==> config.mk <==
export PLATFORM = sky130hd
export DESIGN_NAME = loop_ctrl_regs
export DESIGN_NICKNAME = d
export VERILOG_FILES = /design/src/logic/loop_ctrl_pkg.sv /design/src/logic/loop_ctrl_regs.sv /design/src/logic/soft_reset_stretch.sv
export SDC_FILE = /design/constraint.sdc
export NUM_CORES = 1
export LEC_CHECK = 0
export BUFFER_PORTS_ARGS = -buffer_cell sky130_fd_sc_hd__buf_2
export CAP_MARGIN = 40
export CELL_PAD_IN_SITES_DETAIL_PLACEMENT = 1
export CELL_PAD_IN_SITES_GLOBAL_PLACEMENT = 2
export CORE_UTILIZATION = 22
export DETAILED_ROUTE_END_ITERATION = 16
export PLACE_DENSITY = 0.73
export SLEW_MARGIN = 20
export SYNTH_ARGS = -nofsm -noshare
export SYNTH_HDL_FRONTEND = slang
export SYNTH_SLANG_ARGS = --single-unit
==> constraint.sdc <==
create_clock -name clk_i -period 1.5 [get_ports clk_i]
set_clock_uncertainty 0.1 [all_clocks]
set_input_delay 0.075 -clock clk_i [delete_from_list [all_inputs] [get_ports clk_i]]
set_output_delay 0.075 -clock clk_i [all_outputs]
set_load 0.005 [all_outputs]
==> src/logic/loop_ctrl_pkg.sv <==
// package: offsets, field positions, reset values and mode codes of the loop control bank
// assumes: byte-wide registers on a 32-bit classic wishbone bus, one word per register
`default_nettype none

package loop_ctrl_pkg;

  // ==========================================================================
  // register indices (byte address is four times the index)
  localparam logic [11:0] IDX_POWER_DOWN_CONTROL = 12'h0a00;
  localparam logic [11:0] IDX_LOOP_MODE_CONTROL  = 12'h0a01;
  localparam logic [13:0] ADR_POWER_DOWN_CONTROL = {IDX_POWER_DOWN_CONTROL, 2'b00};
  localparam logic [13:0] ADR_LOOP_MODE_CONTROL  = {IDX_LOOP_MODE_CONTROL, 2'b00};

  // ==========================================================================
  // power_down_control fields
  localparam int PD_SOFT_RESET  = 7;
  localparam int PD_OSC         = 6;
  localparam int PD_SYS_CLOCK   = 5;
  localparam int PD_REF_INPUTS  = 4;
  localparam int PD_TIME_CONV   = 3;
  localparam int PD_OUTPUT_PLL  = 2;
  localparam int PD_CLOCK_DIST  = 1;
  localparam int PD_FULL        = 0;

  // ==========================================================================
  // loop_mode_control fields
  localparam int LM_RESERVED    = 7;
  localparam int LM_HOLDOVER    = 6;
  localparam int LM_FREERUN     = 5;
  localparam int LM_SWITCH_HI   = 4;
  localparam int LM_SWITCH_LO   = 2;
  localparam int LM_REF_SELECT  = 0;
  localparam logic [7:0] LM_WRITE_MASK = 8'h7d;

  localparam logic [7:0] POWER_DOWN_RESET = 8'h00;
  localparam logic [7:0] LOOP_MODE_RESET  = 8'h00;

  // soft reset pulse length in clocks
  localparam logic [3:0] SOFT_RESET_CYCLES = 4'h8;

  // ==========================================================================
  // switchover mode codes
  localparam logic [2:0] SW_AUTO_REVERTIVE     = 3'h0;
  localparam logic [2:0] SW_AUTO_NON_REVERTIVE = 3'h1;
  localparam logic [2:0] SW_MANUAL_FALLBACK    = 3'h2;
  localparam logic [2:0] SW_MANUAL_HOLDOVER    = 3'h3;
  localparam logic [2:0] SW_FULL_MANUAL        = 3'h4;

  typedef enum logic [2:0] {
    MODE_AUTO_REVERTIVE,
    MODE_AUTO_NON_REVERTIVE,
    MODE_MANUAL_FALLBACK,
    MODE_MANUAL_HOLDOVER,
    MODE_FULL_MANUAL,
    MODE_UNUSED
  } switch_mode_t;

  // tuning word source for the oscillator
  typedef enum logic [1:0] {
    TUNE_LOOP,
    TUNE_HISTORY,
    TUNE_FREE_RUN
  } tune_source_t;

endpackage : loop_ctrl_pkg

`default_nettype wire

==> src/logic/loop_ctrl_regs.sv <==
// operational loop control bank: power-down and loop-mode registers with their decode
// assumes: classic wishbone master on clk_i; history_valid_i is from the same clock domain
`default_nettype none

// Function
// soft reset bit 7 resets internal state, programmed registers are kept
// power-down bit 6 puts the controlled oscillator to sleep
// power-down bit 5 sleeps system clock input and its multiplier pll
// power-down bit 4 sleeps all reference input receivers
// power-down bit 3 sleeps the time-to-digital converter
// power-down bit 2 sleeps the output pll
// power-down bit 1 sleeps the clock distribution outputs
// power-down bit 0 sleeps the entire device
// loop-mode bit 6 forces holdover
// forced holdover uses history word if present, else free-run word
// forced holdover holds phase and frequency lock detectors unlocked
// loop-mode bit 5 forces free run from the free-run word
// free run wins when both forcing bits are set
// loop-mode bits 4 to 2 select switchover state machine mode
// codes 000 revertive, 001 non-revertive, 010 manual fallback, 011 manual holdover
// code 100 is full manual, 101 to 111 unused
// in manual modes bit 0 picks first (0) or second (1) reference
// reserved loop-mode bit 7 reads zero and ignores writes
module loop_ctrl_regs (
  input  wire logic        clk_i,
  input  wire logic        rst_i,
  // wishbone slave
  input  wire logic        cyc_i,
  input  wire logic        stb_i,
  input  wire logic        we_i,
  input  wire logic [13:0] adr_i,
  input  wire logic [3:0]  sel_i,
  input  wire logic [31:0] dat_i,
  output logic      [31:0] dat_o,
  output logic             ack_o,
  output logic             err_o,
  // loop status from the datapath
  input  wire logic        history_valid_i,
  // control to the analog and loop blocks
  output logic             soft_reset_o,
  output logic             osc_sleep_o,
  output logic             system_clock_input_sleep_o,
  output logic             ref_inputs_sleep_o,
  output logic             time_to_digital_converter_sleep_o,
  output logic             output_pll_sleep_o,
  output logic             clock_dist_sleep_o,
  output logic             full_sleep_o,
  output logic             holdover_forced_o,
  output logic             freerun_forced_o,
  output logic [1:0]       tune_source_o,
  output logic             lock_detect_hold_o,
  output logic [2:0]       switch_mode_o,
  output logic             manual_select_o,
  output logic             second_reference_o
);

  // ==========================================================================
  // state
  typedef struct packed {
    logic [7:0]  power_down;
    logic [7:0]  loop_mode;
    logic        ack;
    logic        err;
    logic [31:0] rdata;
    logic        soft_start;
    logic [7:0]  sleep;
    logic        hold;
    logic        free;
    logic [1:0]  tune;
    logic        lock_hold;
    logic [2:0]  mode;
    logic        manual;
    logic        second_ref;
  } state_t;

  state_t state_q;
  state_t state_d;

  logic stretched_reset;
  logic req;
  logic hit_pd;
  logic hit_lm;
  logic [7:0] lm_eff;
  loop_ctrl_pkg::switch_mode_t mode_dec;

  assign req    = cyc_i && stb_i && !state_q.ack && !state_q.err;
  assign hit_pd = adr_i == loop_ctrl_pkg::ADR_POWER_DOWN_CONTROL;
  assign hit_lm = adr_i == loop_ctrl_pkg::ADR_LOOP_MODE_CONTROL;

  // ==========================================================================
  // soft reset pulse generator
  soft_reset_stretch u_soft_reset (
    .clk_i   (clk_i),
    .rst_i   (rst_i),
    .start_i (state_q.soft_start),
    .reset_o (stretched_reset)
  );

  always_comb
  begin
    lm_eff = state_q.loop_mode;
    lm_eff[loop_ctrl_pkg::LM_RESERVED] = 1'b0;
    unique case (lm_eff[loop_ctrl_pkg::LM_SWITCH_HI:loop_ctrl_pkg::LM_SWITCH_LO])
      loop_ctrl_pkg::SW_AUTO_REVERTIVE:     mode_dec = loop_ctrl_pkg::MODE_AUTO_REVERTIVE;
      loop_ctrl_pkg::SW_AUTO_NON_REVERTIVE: mode_dec = loop_ctrl_pkg::MODE_AUTO_NON_REVERTIVE;
      loop_ctrl_pkg::SW_MANUAL_FALLBACK:    mode_dec = loop_ctrl_pkg::MODE_MANUAL_FALLBACK;
      loop_ctrl_pkg::SW_MANUAL_HOLDOVER:    mode_dec = loop_ctrl_pkg::MODE_MANUAL_HOLDOVER;
      loop_ctrl_pkg::SW_FULL_MANUAL:        mode_dec = loop_ctrl_pkg::MODE_FULL_MANUAL;
      default:                              mode_dec = loop_ctrl_pkg::MODE_UNUSED;
    endcase
  end

  // ==========================================================================
  // next state
  always_comb
  begin
    state_d            = state_q;
    state_d.ack        = 1'b0;
    state_d.err        = 1'b0;
    state_d.soft_start = 1'b0;

    // bus access, single cycle answer
    if (req)
    begin
      if (hit_pd || hit_lm)
      begin
        state_d.ack   = 1'b1;
        state_d.rdata = 32'h0000_0000;
        if (we_i && sel_i[0])
        begin
          if (hit_pd)
          begin
            state_d.power_down = dat_i[7:0];
            // writing the bit starts a fresh reset pulse each time
            state_d.soft_start = dat_i[loop_ctrl_pkg::PD_SOFT_RESET];
          end
          else
          begin
            state_d.loop_mode = dat_i[7:0] & loop_ctrl_pkg::LM_WRITE_MASK;
          end
        end
        else if (!we_i)
        begin
          state_d.rdata[7:0] = hit_pd ? state_q.power_down : lm_eff;
        end
      end
      else
      begin
        state_d.err = 1'b1;
      end
    end

    // decoded controls
    state_d.sleep = state_q.power_down;
    state_d.sleep[loop_ctrl_pkg::PD_SOFT_RESET] = 1'b0;
    if (state_q.power_down[loop_ctrl_pkg::PD_FULL])
    begin
      // full sleep takes every block down with it
      state_d.sleep = 8'h7f;
    end

    state_d.free = lm_eff[loop_ctrl_pkg::LM_FREERUN];
    state_d.hold = lm_eff[loop_ctrl_pkg::LM_HOLDOVER] && !state_d.free;
    if (state_d.free)
    begin
      state_d.tune = loop_ctrl_pkg::TUNE_FREE_RUN;
    end
    else if (state_d.hold)
    begin
      state_d.tune = history_valid_i ? loop_ctrl_pkg::TUNE_HISTORY
                                     : loop_ctrl_pkg::TUNE_FREE_RUN;
    end
    else
    begin
      state_d.tune = loop_ctrl_pkg::TUNE_LOOP;
    end
    // a free-run override also leaves holdover, so the detectors follow hold only
    state_d.lock_hold  = state_d.hold;
    state_d.mode       = mode_dec;
    state_d.manual     = (mode_dec == loop_ctrl_pkg::MODE_MANUAL_FALLBACK) ||
                         (mode_dec == loop_ctrl_pkg::MODE_MANUAL_HOLDOVER) ||
                         (mode_dec == loop_ctrl_pkg::MODE_FULL_MANUAL);
    state_d.second_ref = state_d.manual && lm_eff[loop_ctrl_pkg::LM_REF_SELECT];

    // soft reset clears internal state only; the register bank survives
    if (stretched_reset)
    begin
      state_d.sleep      = 8'h00;
      state_d.tune       = loop_ctrl_pkg::TUNE_LOOP;
      state_d.lock_hold  = 1'b0;
    end
  end

  // ==========================================================================
  // registers
  always_ff @(posedge clk_i)
  begin
    if (rst_i)
    begin
      state_q            <= '0;
      state_q.power_down <= loop_ctrl_pkg::POWER_DOWN_RESET;
      state_q.loop_mode  <= loop_ctrl_pkg::LOOP_MODE_RESET;
    end
    else
    begin
      state_q <= state_d;
    end
  end

  // ==========================================================================
  // outputs
  assign ack_o                      = state_q.ack;
  assign err_o                      = state_q.err;
  assign dat_o                      = state_q.rdata;
  assign soft_reset_o               = stretched_reset;
  assign osc_sleep_o                = state_q.sleep[loop_ctrl_pkg::PD_OSC];
  assign system_clock_input_sleep_o = state_q.sleep[loop_ctrl_pkg::PD_SYS_CLOCK];
  assign ref_inputs_sleep_o         = state_q.sleep[loop_ctrl_pkg::PD_REF_INPUTS];
  assign time_to_digital_converter_sleep_o = state_q.sleep[loop_ctrl_pkg::PD_TIME_CONV];
  assign output_pll_sleep_o         = state_q.sleep[loop_ctrl_pkg::PD_OUTPUT_PLL];
  assign clock_dist_sleep_o         = state_q.sleep[loop_ctrl_pkg::PD_CLOCK_DIST];
  assign full_sleep_o               = state_q.sleep[loop_ctrl_pkg::PD_FULL];
  assign holdover_forced_o          = state_q.hold;
  assign freerun_forced_o           = state_q.free;
  assign tune_source_o              = state_q.tune;
  assign lock_detect_hold_o         = state_q.lock_hold;
  assign switch_mode_o              = state_q.mode;
  assign manual_select_o            = state_q.manual;
  assign second_reference_o         = state_q.second_ref;

endmodule : loop_ctrl_regs

`default_nettype wire

==> src/logic/soft_reset_stretch.sv <==
// stretches a one-clock request into a fixed-length reset pulse
// assumes: request and clock share one domain
`default_nettype none

module soft_reset_stretch (
  input  wire logic clk_i,
  input  wire logic rst_i,
  input  wire logic start_i,
  output logic      reset_o
);

  typedef struct packed {
    logic [3:0] count;
    logic       active;
  } state_t;

  state_t state_q;
  state_t state_d;

  always_comb
  begin
    state_d = state_q;
    if (start_i)
    begin
      // a new request restarts the full length
      state_d.count  = loop_ctrl_pkg::SOFT_RESET_CYCLES;
      state_d.active = 1'b1;
    end
    else if (state_q.active)
    begin
      state_d.count = state_q.count - 4'h1;
      if (state_q.count == 4'h1)
      begin
        state_d.active = 1'b0;
      end
    end
  end

  always_ff @(posedge clk_i)
  begin
    if (rst_i)
    begin
      state_q <= '0;
    end
    else
    begin
      state_q <= state_d;
    end
  end

  assign reset_o = state_q.active;

endmodule : soft_reset_stretch

`default_nettype wire

-- Yosys cells after proc, flatten, opt, wreduce, memory -nomap -nowiden
Index checks and enable logic that the tools add are counted.
- output and inout port bits: 52
- bits in registers: 47
- input port bits: 56
- equality and inequality tests: 10
- multiplexer cells: 13
- bitwise logic cells: 5
- reductions and logical operators: 22
- $add $sub $neg: 1
- operators by type and width (kind ; count):
    $eq A14 B14 Y1 const B ; 2
    $mux W8 ; 3
    $pmux W3 S5 ; 1
    $eq A3 B2 Y1 const B ; 4
    $mux W5 ; 2
    $reduce_and A4 Y1 ; 2
    $mux W7 ; 1
    $eq A3 B3 Y1 const B ; 2
    $logic_and A1 B1 Y1 ; 6
    $mux W2 ; 3
    $reduce_or A2 Y1 ; 3
    $not A1 Y1 ; 5
    $reduce_or A5 Y1 ; 1
    $eq A4 B1 Y1 const B ; 1
    $reduce_or A4 Y1 ; 1
    $sub A4 B1 Y4 const B ; 1
    $eq A3 B1 Y1 const B ; 1
    $logic_not A1 Y1 ; 3
    $logic_not A3 Y1 ; 1
    $logic_or A1 B1 Y1 ; 3
    $mux W1 ; 3
    $reduce_and A2 Y1 ; 1
    $reduce_bool A2 Y1 ; 1

-- Longest topological paths before layout
Gate-level depths: netlist of run 1.
- word-level depth: 6
- gate-level depth with buffers: 6

-- Hierarchy
From an unflattened synthesis of run 1, not the netlist that was laid out.
- cells, all modules: 203
- area total of the unflattened synthesis: 2039.5 sq um
- by module, submodules not included (module ; sequential area each (sq um) ; cells each ; times used ; area each (sq um)):
    loop_ctrl_regs ; 840.8 ; 180 ; 1 ; 1805.5
    soft_reset_stretch ; 100.1 ; 23 ; 1 ; 234.0

-- Least setup slack after synthesis of run 1
OpenSTA, ideal clock, no wires.
- path kind: register -> register
- from: reg state_q, in the netlist err_o
- to: reg state_q[61] in the netlist's numbering
- slack: -0.094 ns
- cell stages (with the launch flop): 7
- period minus slack after synthesis: 1.594 ns
- setup time: 0.132 ns
- path buffers: 2
- required time: 1.268 ns
- arrival time: 1.361 ns
- path through: dfxtp_1 > nand4bb_1 > clkbuf_1 > or3_1 > clkbuf_1 > o21ai_0 > a21oi_1
- longest elaborated chain between the ends: 3
- RTL lines (what ; RTL line ; text):
    from (decl) ; loop_ctrl_regs.sv:76 ; state_t state_q;
    from (signal assigned) ; loop_ctrl_regs.sv:206 ; state_q <= state_d;
    $logic_not A1 Y1 ; loop_ctrl_regs.sv:86 ; assign req = cyc_i && stb_i && !state_q.ack && !state_q.err;
    $logic_and A1 B1 Y1 ; loop_ctrl_regs.sv:86 ;
    $reduce_and A4 Y1 (no source line) ; - ;
No other way between the ends.
A chain may end at the register's enable or synchronous reset.

-- Final worst setup path of run 1
- from: reg state_q, in the netlist ack_o
- to: reg state_q, in the netlist dat_o[2]
- longest elaborated chain between the ends: 4
- RTL lines (what ; RTL line):
    $logic_not A1 Y1 ; loop_ctrl_regs.sv:86
    $logic_and A1 B1 Y1 (2 in a row) ; loop_ctrl_regs.sv:86
    $reduce_and A2 Y1 (no source line) ; -
No other way between the ends.

==> metrics.md, run 1 <==
| Metric | Value |
|---|---|
| Num rows | `35` |
| Synthesized area | `between 2000 and 2500 µm²` |
| Top_reg_cell synth | `dfxtp_1` |
| Clock Root Buffer | `clkbuf_8` |
| VDD IR max | `338.7 µV` |
| Initial Utilization | `22.71%` |
| GRT Total Usage | `approximately 11%` |
| DP HPWL | `3985 µm` |
| Sink Count | `47` |
| Wirelength per Cell | `approximately 13 µm` |
| Fin crit share | `103.7%` |
| Ys async rst share | `0%` |
| CP max FO | `6` |
| Vias in the first global route | `1,666` |
| Detailed Routing Iterations Pass 1 | `4` |
| F_max | `0.6431 GHz` |
| Status | `finished, violations left` |
| Final instance area | `about 2800 µm²` |
| Warnings, synthesis | `0` |
| Failing checks | `setup timing` |
| Die span in x | `99.43 µm` |
| Element type at the critical path start | `flip-flop` |
| Critical path type | `reg2reg` |
| Most common cell after layout, fill and taps aside | `buf_2` |
| Clk Latency, worst-skew pair | `~0.30 ns` |
| Seq/Total Area, Yosys | `45.06%` |
| DP Cell Count | `381` |
| Synthesized area per cell | `9.364 µm²` |
| # diodes | `0` |
| DRC viols | `0` |
| Register Area | `943.4 µm²` |
| Vias | `1,712` |
| Reg clk slew, reported paths | `around 0.1 ns` |
| Initial antenna violation count | `0` |
| Leakage | `0.001157 µW` |
| Worst-margin pin slew | `~0.58 ns` |
| Max Cap Viol | `0` |
| Min-Delay Path Class | `in2reg` |
| Core area | `9196 µm²` |
| FILL cells | `1,087` |
| Max_slew headroom | `approximately 61%` |
| Post-Synthesis Cells | `223` |
| Final Max Slew Viols | `0` |
| Placer Congestion | `0.7458` |
| Post-synth EDFFs | `0` |
| Footprint of the multi-input gates | `1030 µm²` |
| First-pass GRT wire length | `8466 µm` |
| Clock Path Buffers | `2` |
| Fin cells | `between 300 and 400` |
| Final WS setup | `-0.05506 ns` |
| Worst reg-to-reg path cell count | `4` |
| CTS H-tree depth | `2` |
| RSZ-0062 raised after global routing | `true` |
| Share of layout cells above drive strength 1 | `40.28%` |
| Placed cell area | `2409 µm²` |
| Largest net degree at the start of global routing | `34` |
| Reg-to-reg critical path startpoint | `ack_o$_SDFF_PP0_` |
| Arrival time worst endpoint | `1.65 ns` |
| Reg-to-Reg End | `dat_o[2]$_SDFFE_PP0P_` |
| Initial detailed-routing violation count | `40` |
| Die height | `about 99 µm` |
| Grt total ovfl | `0` |
| Crit path to | `dat_o[2]$_SDFFE_PP0P_` |
| TritonCTS buffer count | `5` |
| Synth-to-Final Area Change | `34.09%` |
| WL final | `5338 µm` |
| I/O Pins | `108` |
| Tmin final | `1.555 ns` |
| Distinct cell type count after synthesis | `37` |
| Setup violators final | `6` |
| Final ANT Viol Nets | `0` |
| Most frequent cells in the layout | `buf_2 (56), dfxtp_1 (45), conb_1 (24)` |
| WP data required | `1.60 ns` |
| Crit path from | `ack_o$_SDFF_PP0_` |
| Reg2Reg Setup Slack | `-0.06 ns` |
| Crit. End Element | `flip-flop` |
| Nets | `345` |
| FF+latch count, synth | `47` |
| Final Hold Vio Count | `0` |
| CTS tree | `done` |
| Vias per cell | `4.291` |
| IO buf count | `56` |
| Die area | `slightly below 10,000 µm²` |
| Pwr dens | `908.2 nW/µm²` |
[worst max-delay path, stage by stage, from the launching register on]
cell	delay (ns)
dfxtp_2	0.34
buf_4	0.13
nor3_1	0.39
a21oi_1	0.30
o2bb2ai_1	0.20
[worst min path at each step]
stage          depth (start not counted)                     endpoint             from  slack, ns
6_report                               4        dat_o[1]$_SDFFE_PP0P_             we_i       0.05
3_3_place_gp                           2  tune_source_o[0]$_SDFF_PP0_  history_valid_i       0.20
5_1_grt                                4        dat_o[1]$_SDFFE_PP0P_             we_i       0.08
3_5_place_dp                           2  tune_source_o[0]$_SDFF_PP0_  history_valid_i       0.20
4_1_cts                                4        dat_o[1]$_SDFFE_PP0P_             we_i       0.04
2_1_floorplan                          1   manual_select_o$_SDFF_PP0_            rst_i       0.05
[layer usage]
layer | share of wire, % | wire length [µm] | track usage (%) | up-vias
met2 | 48 | 2564 | 18.38 | 55
met5 | 0 | 0 | 0 | -
li1 | - | - | - | 846
met1 | 47 | 2497 | 14.57 | 807
met3 | 4.1 | 219 | 2.249 | 4
met4 | 1.1 | 57 | 3.394 | 0
[sequential cells by signal, summed over array words and instances, names as in the netlist, 2 cells and up]
register and cells:
state_q 9, dat_o 8, lm_eff 6, u_soft_reset.state_q 4, switch_mode_o 3, tune_source_o 2
[logic make-up (layout without fill, tap and decap cells)]
| group | count (synthesis) | after routing | synth area share [%] |
|---|---|---|---|
| xor gates and xnor gates | 3 | 3 | 1.258 |
| DFF | 47 | 47 | 45.06 |
| muxes | 6 | 6 | 2.876 |
| buffers and inverters | 52 | 94 | 16.18 |
| adders and majority gates | 2 | 2 | 1.198 |
| other | 1 | 24 | 0.1796 |
| and+or+nand+nor | 62 | 62 | 19.29 |
| AOI/OAI and AO/OA | 50 | 50 | 13.96 |
[stage by stage]
step	hold slack, ns	TNS (ns)	worst slack, ns	util [%]	power [µW]
2_1_floorplan	0.05175	-0.5889	-0.05024	-	1379
3_3_place_gp	0.2031	-0.4189	-0.06055	26.19	1412
3_5_place_dp	0.2015	-1.080	-0.1317	26.19	1414
4_1_cts	0.04144	-0.03624	-0.006454	28.87	2558
5_1_grt	0.07656	-1.073	-0.08259	30.45	2654
6_report	0.04978	-0.2901	-0.05506	30.45	2543
[cells in the mapped netlist (all sizes together) (2+ instances only)]
library cell | number | area [µm²]
nor3b | 2 | 15.01
nor4b | 3 | 41.29
inv | 3 | 11.26
ha | 2 | 25.02
nand3 | 15 | 75.07
o2bb2ai | 6 | 52.55
o21a | 6 | 45.04
dfxtp | 47 | 940.9
nor3 | 8 | 50.05
mux2i | 6 | 60.06
and2 | 3 | 18.77
clkbuf | 7 | 26.28
buf | 42 | 300.3
nand2 | 4 | 15.01
xor2 | 2 | 17.52
nor2 | 10 | 37.54
nor2b | 4 | 25.02
a21oi | 21 | 105.1
nand4 | 4 | 40.04
o21ai | 16 | 80.07
and4 | 2 | 17.52
[layout make-up]
class | count | area share [%]
Multi-Input combinational cell | 147 | 36.77
Sequential cell | 47 | 33.69
Tap cell | 111 | 4.960
Clock buffer | 5 | 2.458
Inverter | 3 | 0.4021
Timing Repair Buffer | 83 | 19.30
Clock inverter | 3 | 2.413
[report_power, final]
part | leakage [µW] | internal [µW] | switching (µW) | total, µW
sequential | 0.000379 | 1250 | 0.646 | 1250
clock | 0.0000644 | 665 | 455 | 1120
combinational | 0.000713 | 78.6 | 96.4 | 175
total | 0.00116 | 1990 | 552 | 2540
[repair_timing]
action	in CTS	in global routing
buffers inserted	0	1
hold buffers	9	0
gates cloned	0	0
resized for setup	7	33
hold endpoints to repair	15	0
endpoints found under the setup margin	17	22
pin swaps	9	15
Power figures use the tool's default switching activity.
==> run 2: changes to the inputs <==
--- a/config.mk
+++ b/config.mk
@@ -5,13 +5,14 @@
 export SDC_FILE = /design/constraint.sdc
 export NUM_CORES = 1
 export LEC_CHECK = 0
+export ABC_AREA = 1
 export BUFFER_PORTS_ARGS = -buffer_cell sky130_fd_sc_hd__buf_2
 export CAP_MARGIN = 40
 export CELL_PAD_IN_SITES_DETAIL_PLACEMENT = 1
 export CELL_PAD_IN_SITES_GLOBAL_PLACEMENT = 2
 export CORE_UTILIZATION = 22
 export DETAILED_ROUTE_END_ITERATION = 16
-export PLACE_DENSITY = 0.73
+export PLACE_DENSITY = 0.74
 export SLEW_MARGIN = 20
 export SYNTH_ARGS = -nofsm -noshare
 export SYNTH_HDL_FRONTEND = slang
==> metrics.md, run 2 <==
| Metric | Value |
|---|---|
| Status | `finished, violations left (unchanged)` |
| Failing checks | `DRC (was setup timing)` |
| Most common cell after layout, fill and taps aside | `buf_2 (unchanged)` |
| RSZ-0062 raised after global routing | `false (was true)` |
| CTS H-tree depth | `2 (unchanged)` |
| Detailed Routing Iterations Pass 1 | `10 (was 4)` |
| Top cells by area in the synthesized netlist | `dfxtp_1 (41%), buf_4 (12%), nand2_1 (8.0%) (was dfxtp_1 (45%), buf_4 (13%), a21oi_1 (5.0%))` |
| Post-route setup TNS | `0 ns (was -0.2901 ns)` |
| Reg-to-reg critical path startpoint | `ack_o$_SDFF_PP0_ (unchanged)` |
| DP Cell Count | `485 (was 381)` |
| Psw | `510.8 µW (was 551.8 µW)` |
| Placer Congestion | `0.7380 (was 0.7458)` |
| Initial Utilization | `22.56% (was 22.71%)` |
| Register share of total power | `50.2% (was 49.1%)` |
| Sw Ratio | `20.56% (was 21.70%)` |
| TritonCTS buffer count | `5 (unchanged)` |
| Post-CTS setup buffer count | `0 (unchanged)` |
| Crit. End Element | `flip-flop (unchanged)` |
| Reg clk slew, reported paths | `0.08 ns (was 0.10 ns)` |
| CP Buf/Inv Count | `2 (was 1)` |
| Min-Delay Path Class | `in2reg (unchanged)` |
| Slowest cell on the critical path | `dfxtp_1 (was nor3_1)` |
| Die area | `10,910 µm² (was 9885 µm²)` |
| Largest stage delay, worst path | `0.34 ns (was 0.39 ns)` |
| DP Worst Slack | `0.08468 ns (was -0.1317 ns)` |
| Largest net degree at the start of global routing | `19 (was 34)` |
| Vias | `1,936 (was 1,712)` |
| Pwr dens | `890.2 nW/µm² (was 908.2 nW/µm²)` |
| DRC viols | `1 (was 0)` |
| WL final | `5640 µm (was 5338 µm)` |
| Initial antenna violation count | `0 (unchanged)` |
| Final hold slack | `0.01495 ns (was 0.04978 ns)` |
| Reg2Reg Setup Slack | `0.12 ns (was -0.06 ns)` |
| Setup violators final | `0 (was 6)` |
| Leakage | `0.001302 µW (was 0.001157 µW)` |
| FILL cells | `1,256 (was 1,087)` |
| Comb pwr share | `6.9% (about the same)` |
| CP max FO | `10 (was 6)` |
| Share of layout cells above drive strength 1 | `27.02% (was 40.28%)` |
| Die height | `104.4 µm (was 99.43 µm)` |
| Sink Count | `47 (unchanged)` |
| Clk Latency, worst-skew pair | `0.29 ns (was 0.30 ns)` |
| I/O Pins | `108 (unchanged)` |
| Hold path cells | `5 (was 4)` |
| Distinct cell type count after synthesis | `27 (was 37)` |
| First-pass GRT wire length | `9570 µm (was 8466 µm)` |
| Clock power share | `42.9% (was 44.0%)` |
| Area leader, netlist | `dfxtp_1 (unchanged)` |
| F_max | `0.7234 GHz (was 0.6431 GHz)` |
| Grt total ovfl | `0 (unchanged)` |
| Design Power | `2485 µW (was 2543 µW)` |
| Hold Path End | `state_q[62]$_SDFFE_PP0P_ (was dat_o[1]$_SDFFE_PP0P_)` |
| Footprint of the multi-input gates | `1032 µm² (was 1030 µm²)` |
| Worst reg-to-reg path cell count | `7 (was 4)` |
| Synth-to-Final Area Change | `20.92% (was 34.09%)` |
| Wirelength per Cell | `11.39 µm (was 13.38 µm)` |
| Synthesized area per cell | `7.669 µm² (was 9.364 µm²)` |
| Post-synth EDFFs | `0 (unchanged)` |
| Vias in the first global route | `1,980 (was 1,666)` |
| Critical path type | `reg2reg (unchanged)` |
| Tmin final | `1.382 ns (was 1.555 ns)` |
| Final Max Slew Viols | `0 (unchanged)` |
| Top_reg_cell synth | `dfxtp_1 (unchanged)` |
| FF+latch count, synth | `47 (unchanged)` |
| GRT Total Usage | `11.11% (about the same)` |
| Clock Root Buffer | `clkbuf_8 (unchanged)` |
| Register Area | `940.9 µm² (was 943.4 µm²)` |
| Most frequent cells in the layout | `buf_2 (56), nand2_1 (49), dfxtp_1 (47) (was buf_2 (56), dfxtp_1 (45), conb_1 (24))` |
| Synthesized area | `2308 µm² (was 2088 µm²)` |
| Worst-path cell chain | `nor3_4, buf_6, inv_2, nor2_8, nand3_1, nand2_1, nor2_1 (was buf_4, nor3_1, a21oi_1, o2bb2ai_1)` |
| Post-synth top area share | `40.76% (was 45.06%)` |
| Arrival time worst endpoint | `1.47 ns (was 1.65 ns)` |
| Vias per cell | `3.911 (was 4.291)` |
| VDD IR max | `282.3 µV (was 338.7 µV)` |
| Seq/Total Area, Yosys | `40.76% (was 45.06%)` |
| Reg with most FFs | `state_q (unchanged)` |
| Ys async rst share | `0% (unchanged)` |
| Fin cells | `495 (was 399)` |
| Max reg flops | `9 (unchanged)` |
| # diodes | `0 (unchanged)` |
| Hold_sp | `dat_i[1] (was we_i)` |
| Post-Synthesis Cells | `301 (was 223)` |
| Int Power | `1974 µW (was 1991 µW)` |
| Final ANT Viol Nets | `0 (unchanged)` |
| IO buf count | `56 (unchanged)` |
| DP HPWL | `4680 µm (was 3985 µm)` |
| Most frequent cell after synthesis | `nand2_1 (was dfxtp_1)` |
| Final Hold Vio Count | `0 (unchanged)` |
| Clock Path Buffers | `2 (unchanged)` |
| Cell family with most CP delay | `simple AND/OR/NAND/NOR gates (was compound AO/OA/AOI/OAI gates)` |
| Num rows | `37 (was 35)` |
| Initial detailed-routing violation count | `68 (was 40)` |
| Fin crit share | `92.16% (was 103.7%)` |
| Max Cap Viol | `0 (unchanged)` |
| Warnings, synthesis | `0 (unchanged)` |
| Die span in x | `104.4 µm (was 99.43 µm)` |
| Element type at the critical path start | `flip-flop (unchanged)` |
| Core area | `10,230 µm² (was 9196 µm²)` |
| Nets | `416 (was 345)` |
| Commonest cells post-synth | `nand2_1 (49), dfxtp_1 (47), nor2_1 (44) (was dfxtp_1 (47), buf_4 (37), a21oi_1 (21))` |
| Final WS setup | `0.1176 ns (was -0.05506 ns)` |
| CTS tree | `done (unchanged)` |
| WP data required | `1.59 ns (was 1.60 ns)` |
| Reg-to-Reg End | `state_q[64]$_SDFFE_PP0P_ (was dat_o[2]$_SDFFE_PP0P_)` |
run 2: stage by stage:
| step | area (µm²) | util (%) |
|---|---|---|
| 6_report | 2791 | 27.28 |
| 5_1_grt | 2791 | 27.28 |
| 4_1_cts | 2788 | 27.25 |
| 3_5_place_dp | 2635 | 25.76 |
| 3_3_place_gp | 2635 | 25.76 |
| 2_1_floorplan | 2395 | - |
run 2: worst max path at each step:
stage | start | slack [ns] | cells past startpoint | endpoint
floorplan | ack_o$_SDFF_PP0_ | 0.21 | 6 | state_q[66]$_SDFFE_PP0P_
global placement | adr_i[1] | 0.10 | 7 | state_q[67]$_SDFFE_PP0P_
detailed placement | adr_i[1] | 0.08 | 7 | state_q[64]$_SDFFE_PP0P_
CTS | ack_o$_SDFF_PP0_ | 0.07 | 6 | state_q[66]$_SDFFE_PP0P_
global route | ack_o$_SDFF_PP0_ | 0.01 | 6 | state_q[64]$_SDFFE_PP0P_
finish | ack_o$_SDFF_PP0_ | 0.12 | 7 | state_q[64]$_SDFFE_PP0P_
run 2: per-layer routing:
metal	vias up	global-route usage (%)	part of all wire, %
li1	997	-	-
met1	885	13.07	44
met2	50	20.29	51
met3	4	1.942	3.7
met4	0	3.367	0.92
met5	-	0	0
run 2: cell type report:
| class | count | area share (%) |
|---|---|---|
| inverter | 35 | 4.706 |
| clock buffer | 6 | 2.600 |
| sequential | 47 | 33.71 |
| tap | 136 | 6.096 |
| clock inverter | 2 | 2.151 |
| multi-input combinational | 202 | 36.98 |
| timing repair buffer | 67 | 13.76 |
run 2: worst min-delay path: cells and delay by family:
family | cells | cell delay [ns]
buf+inv | 2 | 0.11
simple gates | 3 | 0.19
run 2: kinds of logic (layout without fill, tap and decap cells):
logic type / Yosys count / count (layout) / share of synthesized area (%)
other cells: 1 / 24 / 0.1624
simple gates: 154 / 154 / 34.80
buf+inv: 75 / 110 / 18.27
fa+ha+maj: 2 / 2 / 1.084
flops: 47 / 47 / 40.76
compound gates: 22 / 22 / 4.932
run 2: repair_timing:
action                                 in CTS  in global routing
gates resized for setup                     0                  1
setup endpoints to repair                   0                  9
endpoints found under the hold margin       4                  0
hold buffers                                2                  0
run 2: power by group through the flow:
stage | clock network (µW) | logic (µW) | registers [µW]
6_report | 1070 | 170 | 1250
5_1_grt | 1170 | 191 | 1250
4_1_cts | 1120 | 172 | 1250
3_5_place_dp | 0 | 168 | 1280
3_3_place_gp | 0 | 165 | 1280
2_1_floorplan | 0 | 134 | 1280
==> run 3: changes to the inputs <==
--- a/config.mk
+++ b/config.mk
@@ -8,11 +8,12 @@
 export ABC_AREA = 1
 export BUFFER_PORTS_ARGS = -buffer_cell sky130_fd_sc_hd__buf_2
 export CAP_MARGIN = 40
-export CELL_PAD_IN_SITES_DETAIL_PLACEMENT = 1
-export CELL_PAD_IN_SITES_GLOBAL_PLACEMENT = 2
-export CORE_UTILIZATION = 22
+export CELL_PAD_IN_SITES_DETAIL_PLACEMENT = 0
+export CELL_PAD_IN_SITES_GLOBAL_PLACEMENT = 1
+export CORE_UTILIZATION = 30
+export CTS_BUF_LIST = sky130_fd_sc_hd__clkbuf_8
 export DETAILED_ROUTE_END_ITERATION = 16
-export PLACE_DENSITY = 0.74
+export PLACE_DENSITY = 0.77
 export SLEW_MARGIN = 20
 export SYNTH_ARGS = -nofsm -noshare
 export SYNTH_HDL_FRONTEND = slang
==> metrics.md, run 3 (synthesis gave the netlist of run 2 again) <==
| Metric | Value |
|---|---|
| Nets | `416 (unchanged)` |
| F_max | `0.7415 GHz (was 0.7234 GHz)` |
| DRC viols | `0 (was 1)` |
| DP Cell Count | `445 (was 485)` |
| Final ANT Viol Nets | `0 (unchanged)` |
| DP Worst Slack | `0.02273 ns (was 0.08468 ns)` |
| Reg with most FFs | `state_q (unchanged)` |
| Largest stage delay, worst path | `0.34 ns (about the same)` |
| Clock Path Buffers | `2 (unchanged)` |
| Status | `complete, no violations (was finished, violations left)` |
| Leakage | `0.001291 µW (was 0.001302 µW)` |
| Final Hold Vio Count | `0 (unchanged)` |
| RSZ-0062 raised after global routing | `false (unchanged)` |
| Arrival time worst endpoint | `1.50 ns (was 1.47 ns)` |
| Grt total ovfl | `0 (unchanged)` |
| Max Cap Viol | `0 (unchanged)` |
| CTS H-tree depth | `2 (unchanged)` |
| Most used cell, CP | `nand3_1` |
| CP max FO | `8 (was 10)` |
| WL final | `4807 µm (was 5640 µm)` |
| DP HPWL | `3690 µm (was 4680 µm)` |
| VDD IR max | `347.2 µV (was 282.3 µV)` |
| Share of layout cells above drive strength 1 | `27.30% (was 27.02%)` |
| Fin cells | `458 (was 495)` |
| Final Max Slew Viols | `0 (unchanged)` |
| Clk Latency, worst-skew pair | `0.30 ns (was 0.29 ns)` |
| Most frequent cells in the layout | `buf_2 (56), nand2_1 (49), dfxtp_1 (47) (unchanged)` |
| Die span in x | `89.72 µm (was 104.4 µm)` |
| Post-route setup TNS | `0 ns (unchanged)` |
| Num rows | `31 (was 37)` |
| Pwr dens | `866.1 nW/µm² (was 890.2 nW/µm²)` |
| Vias per cell | `4.212 (was 3.911)` |
| Max reg flops | `9 (unchanged)` |
| Placed cell area | `2554 µm² (was 2635 µm²)` |
| TritonCTS buffer count | `5 (unchanged)` |
| First-pass GRT wire length | `7976 µm (was 9570 µm)` |
| Die area | `8050 µm² (was 10,910 µm²)` |
| Most common cell after layout, fill and taps aside | `buf_2 (unchanged)` |
| Fin crit share | `89.91% (was 92.16%)` |
| Final instance area | `2733 µm² (was 2791 µm²)` |
| Wirelength per Cell | `10.50 µm (was 11.39 µm)` |
| Initial antenna violation count | `0 (unchanged)` |
| Slowest cell on the critical path | `dfxtp_1 (unchanged)` |
| Min-Delay Path Class | `in2reg (unchanged)` |
| Detailed Routing Iterations Pass 1 | `4 (was 10)` |
| Vias in the first global route | `1,746 (was 1,980)` |
| IO buf count | `56 (unchanged)` |
| # diodes | `0 (unchanged)` |
| Sink Count | `47 (unchanged)` |
| Tmin final | `1.349 ns (was 1.382 ns)` |
| I/O Pins | `108 (unchanged)` |
| Die height | `89.72 µm (was 104.4 µm)` |
| Setup violators final | `0 (unchanged)` |
| Largest net degree at the start of global routing | `19 (unchanged)` |
| Critical path type | `reg2reg (unchanged)` |
| Core area | `7331 µm² (was 10,230 µm²)` |
| Vias | `1,929 (was 1,936)` |
| GRT Total Usage | `12.25% (was 11.11%)` |
| Crit. End Element | `flip-flop (unchanged)` |
| Element type at the critical path start | `flip-flop (unchanged)` |
| WP data required | `1.65 ns (was 1.59 ns)` |
| Final WS setup | `0.1514 ns (was 0.1176 ns)` |
| Initial Utilization | `31.49% (was 22.56%)` |
| Synth-to-Final Area Change | `18.37% (was 20.92%)` |
| Placer Congestion | `0.7936 (was 0.7380)` |
| Reg clk slew, reported paths | `0.08 ns (about the same)` |
| Clock Root Buffer | `clkbuf_8 (unchanged)` |
| Worst-path cell chain | `nor3_4, buf_12, nand3_1, nor2_4, nand3_1, nand2_1 (was nor3_4, buf_6, inv_2, nor2_8, nand3_1, nand2_1, nor2_1)` |
| Initial detailed-routing violation count | `67 (was 68)` |
| CTS tree | `done (unchanged)` |
## run 3: final timing paths
path / to / slack [ns] / from / cells after the start
hold / removal: state_q[62]$_SDFFE_PP0P_ / 0.01 / dat_i[1] / 5
hold reg to reg: dat_o[6]$_SDFFE_PP0P_ / 0.36 / dat_o[6]$_SDFFE_PP0P_ / 2
setup reg to reg: state_q[68]$_SDFFE_PP0P_ / 0.15 / err_o$_SDFF_PP0_ / 6
setup / recovery: state_q[68]$_SDFFE_PP0P_ / 0.15 / err_o$_SDFF_PP0_ / 6
## run 3: cell type report
type | instances | area, µm²
Tap cell | 99 | 123.9
Fill cell | 788 | 4598
Clock buffer | 6 | 82.58
Sequential cell | 47 | 940.9
Timing Repair Buffer | 66 | 372.9
Inverter | 35 | 133.9
Clock inverter | 2 | 35.03
Multi-Input combinational cell | 203 | 1044
## run 3: where the power goes
| group | leakage, µW | switching (µW) | total (µW) | internal, µW |
|---|---|---|---|---|
| logic | 0.000851 | 110 | 173 | 63.2 |
| registers | 0.000378 | 1.04 | 1250 | 1250 |
| clock network | 0.0000612 | 407 | 946 | 539 |
| total | 0.00129 | 517 | 2370 | 1850 |
## run 3: what timing repair did
item / in CTS / in global routing
hold endpoints to repair: 4 / 0
hold buffers: 2 / 0
buffers inserted: 0 / 2
resized for setup: 0 / 1
setup endpoints to repair: 0 / 20
## run 3: critical path, delay by kind of cell (launching register included)
| kind | cells | cell delay [ns] |
|---|---|---|
| and+or+nand+nor | 5 | 0.72 |
| DFF | 1 | 0.34 |
| buffers and inverters | 1 | 0.14 |
## run 3: stage by stage
step	utilization (%)	hold WS, ns	power (µW)
6_report	37.28	0.01166	2367
5_1_grt	37.28	0.03092	2476
4_1_cts	36.71	0.003585	2387
3_5_place_dp	34.84	0.2362	1437
3_3_place_gp	34.84	0.2339	1436
2_1_floorplan	-	0.1104	1412
## run 3: routing by layer
layer | GRT usage (%) | share of wire [%] | vias to the layer above
li1 | - | - | 1000
met1 | 14.81 | 46 | 858
met2 | 20.06 | 46 | 64
met3 | 3.384 | 6.4 | 7
met4 | 5.874 | 1.6 | 0
met5 | 0 | 0 | -
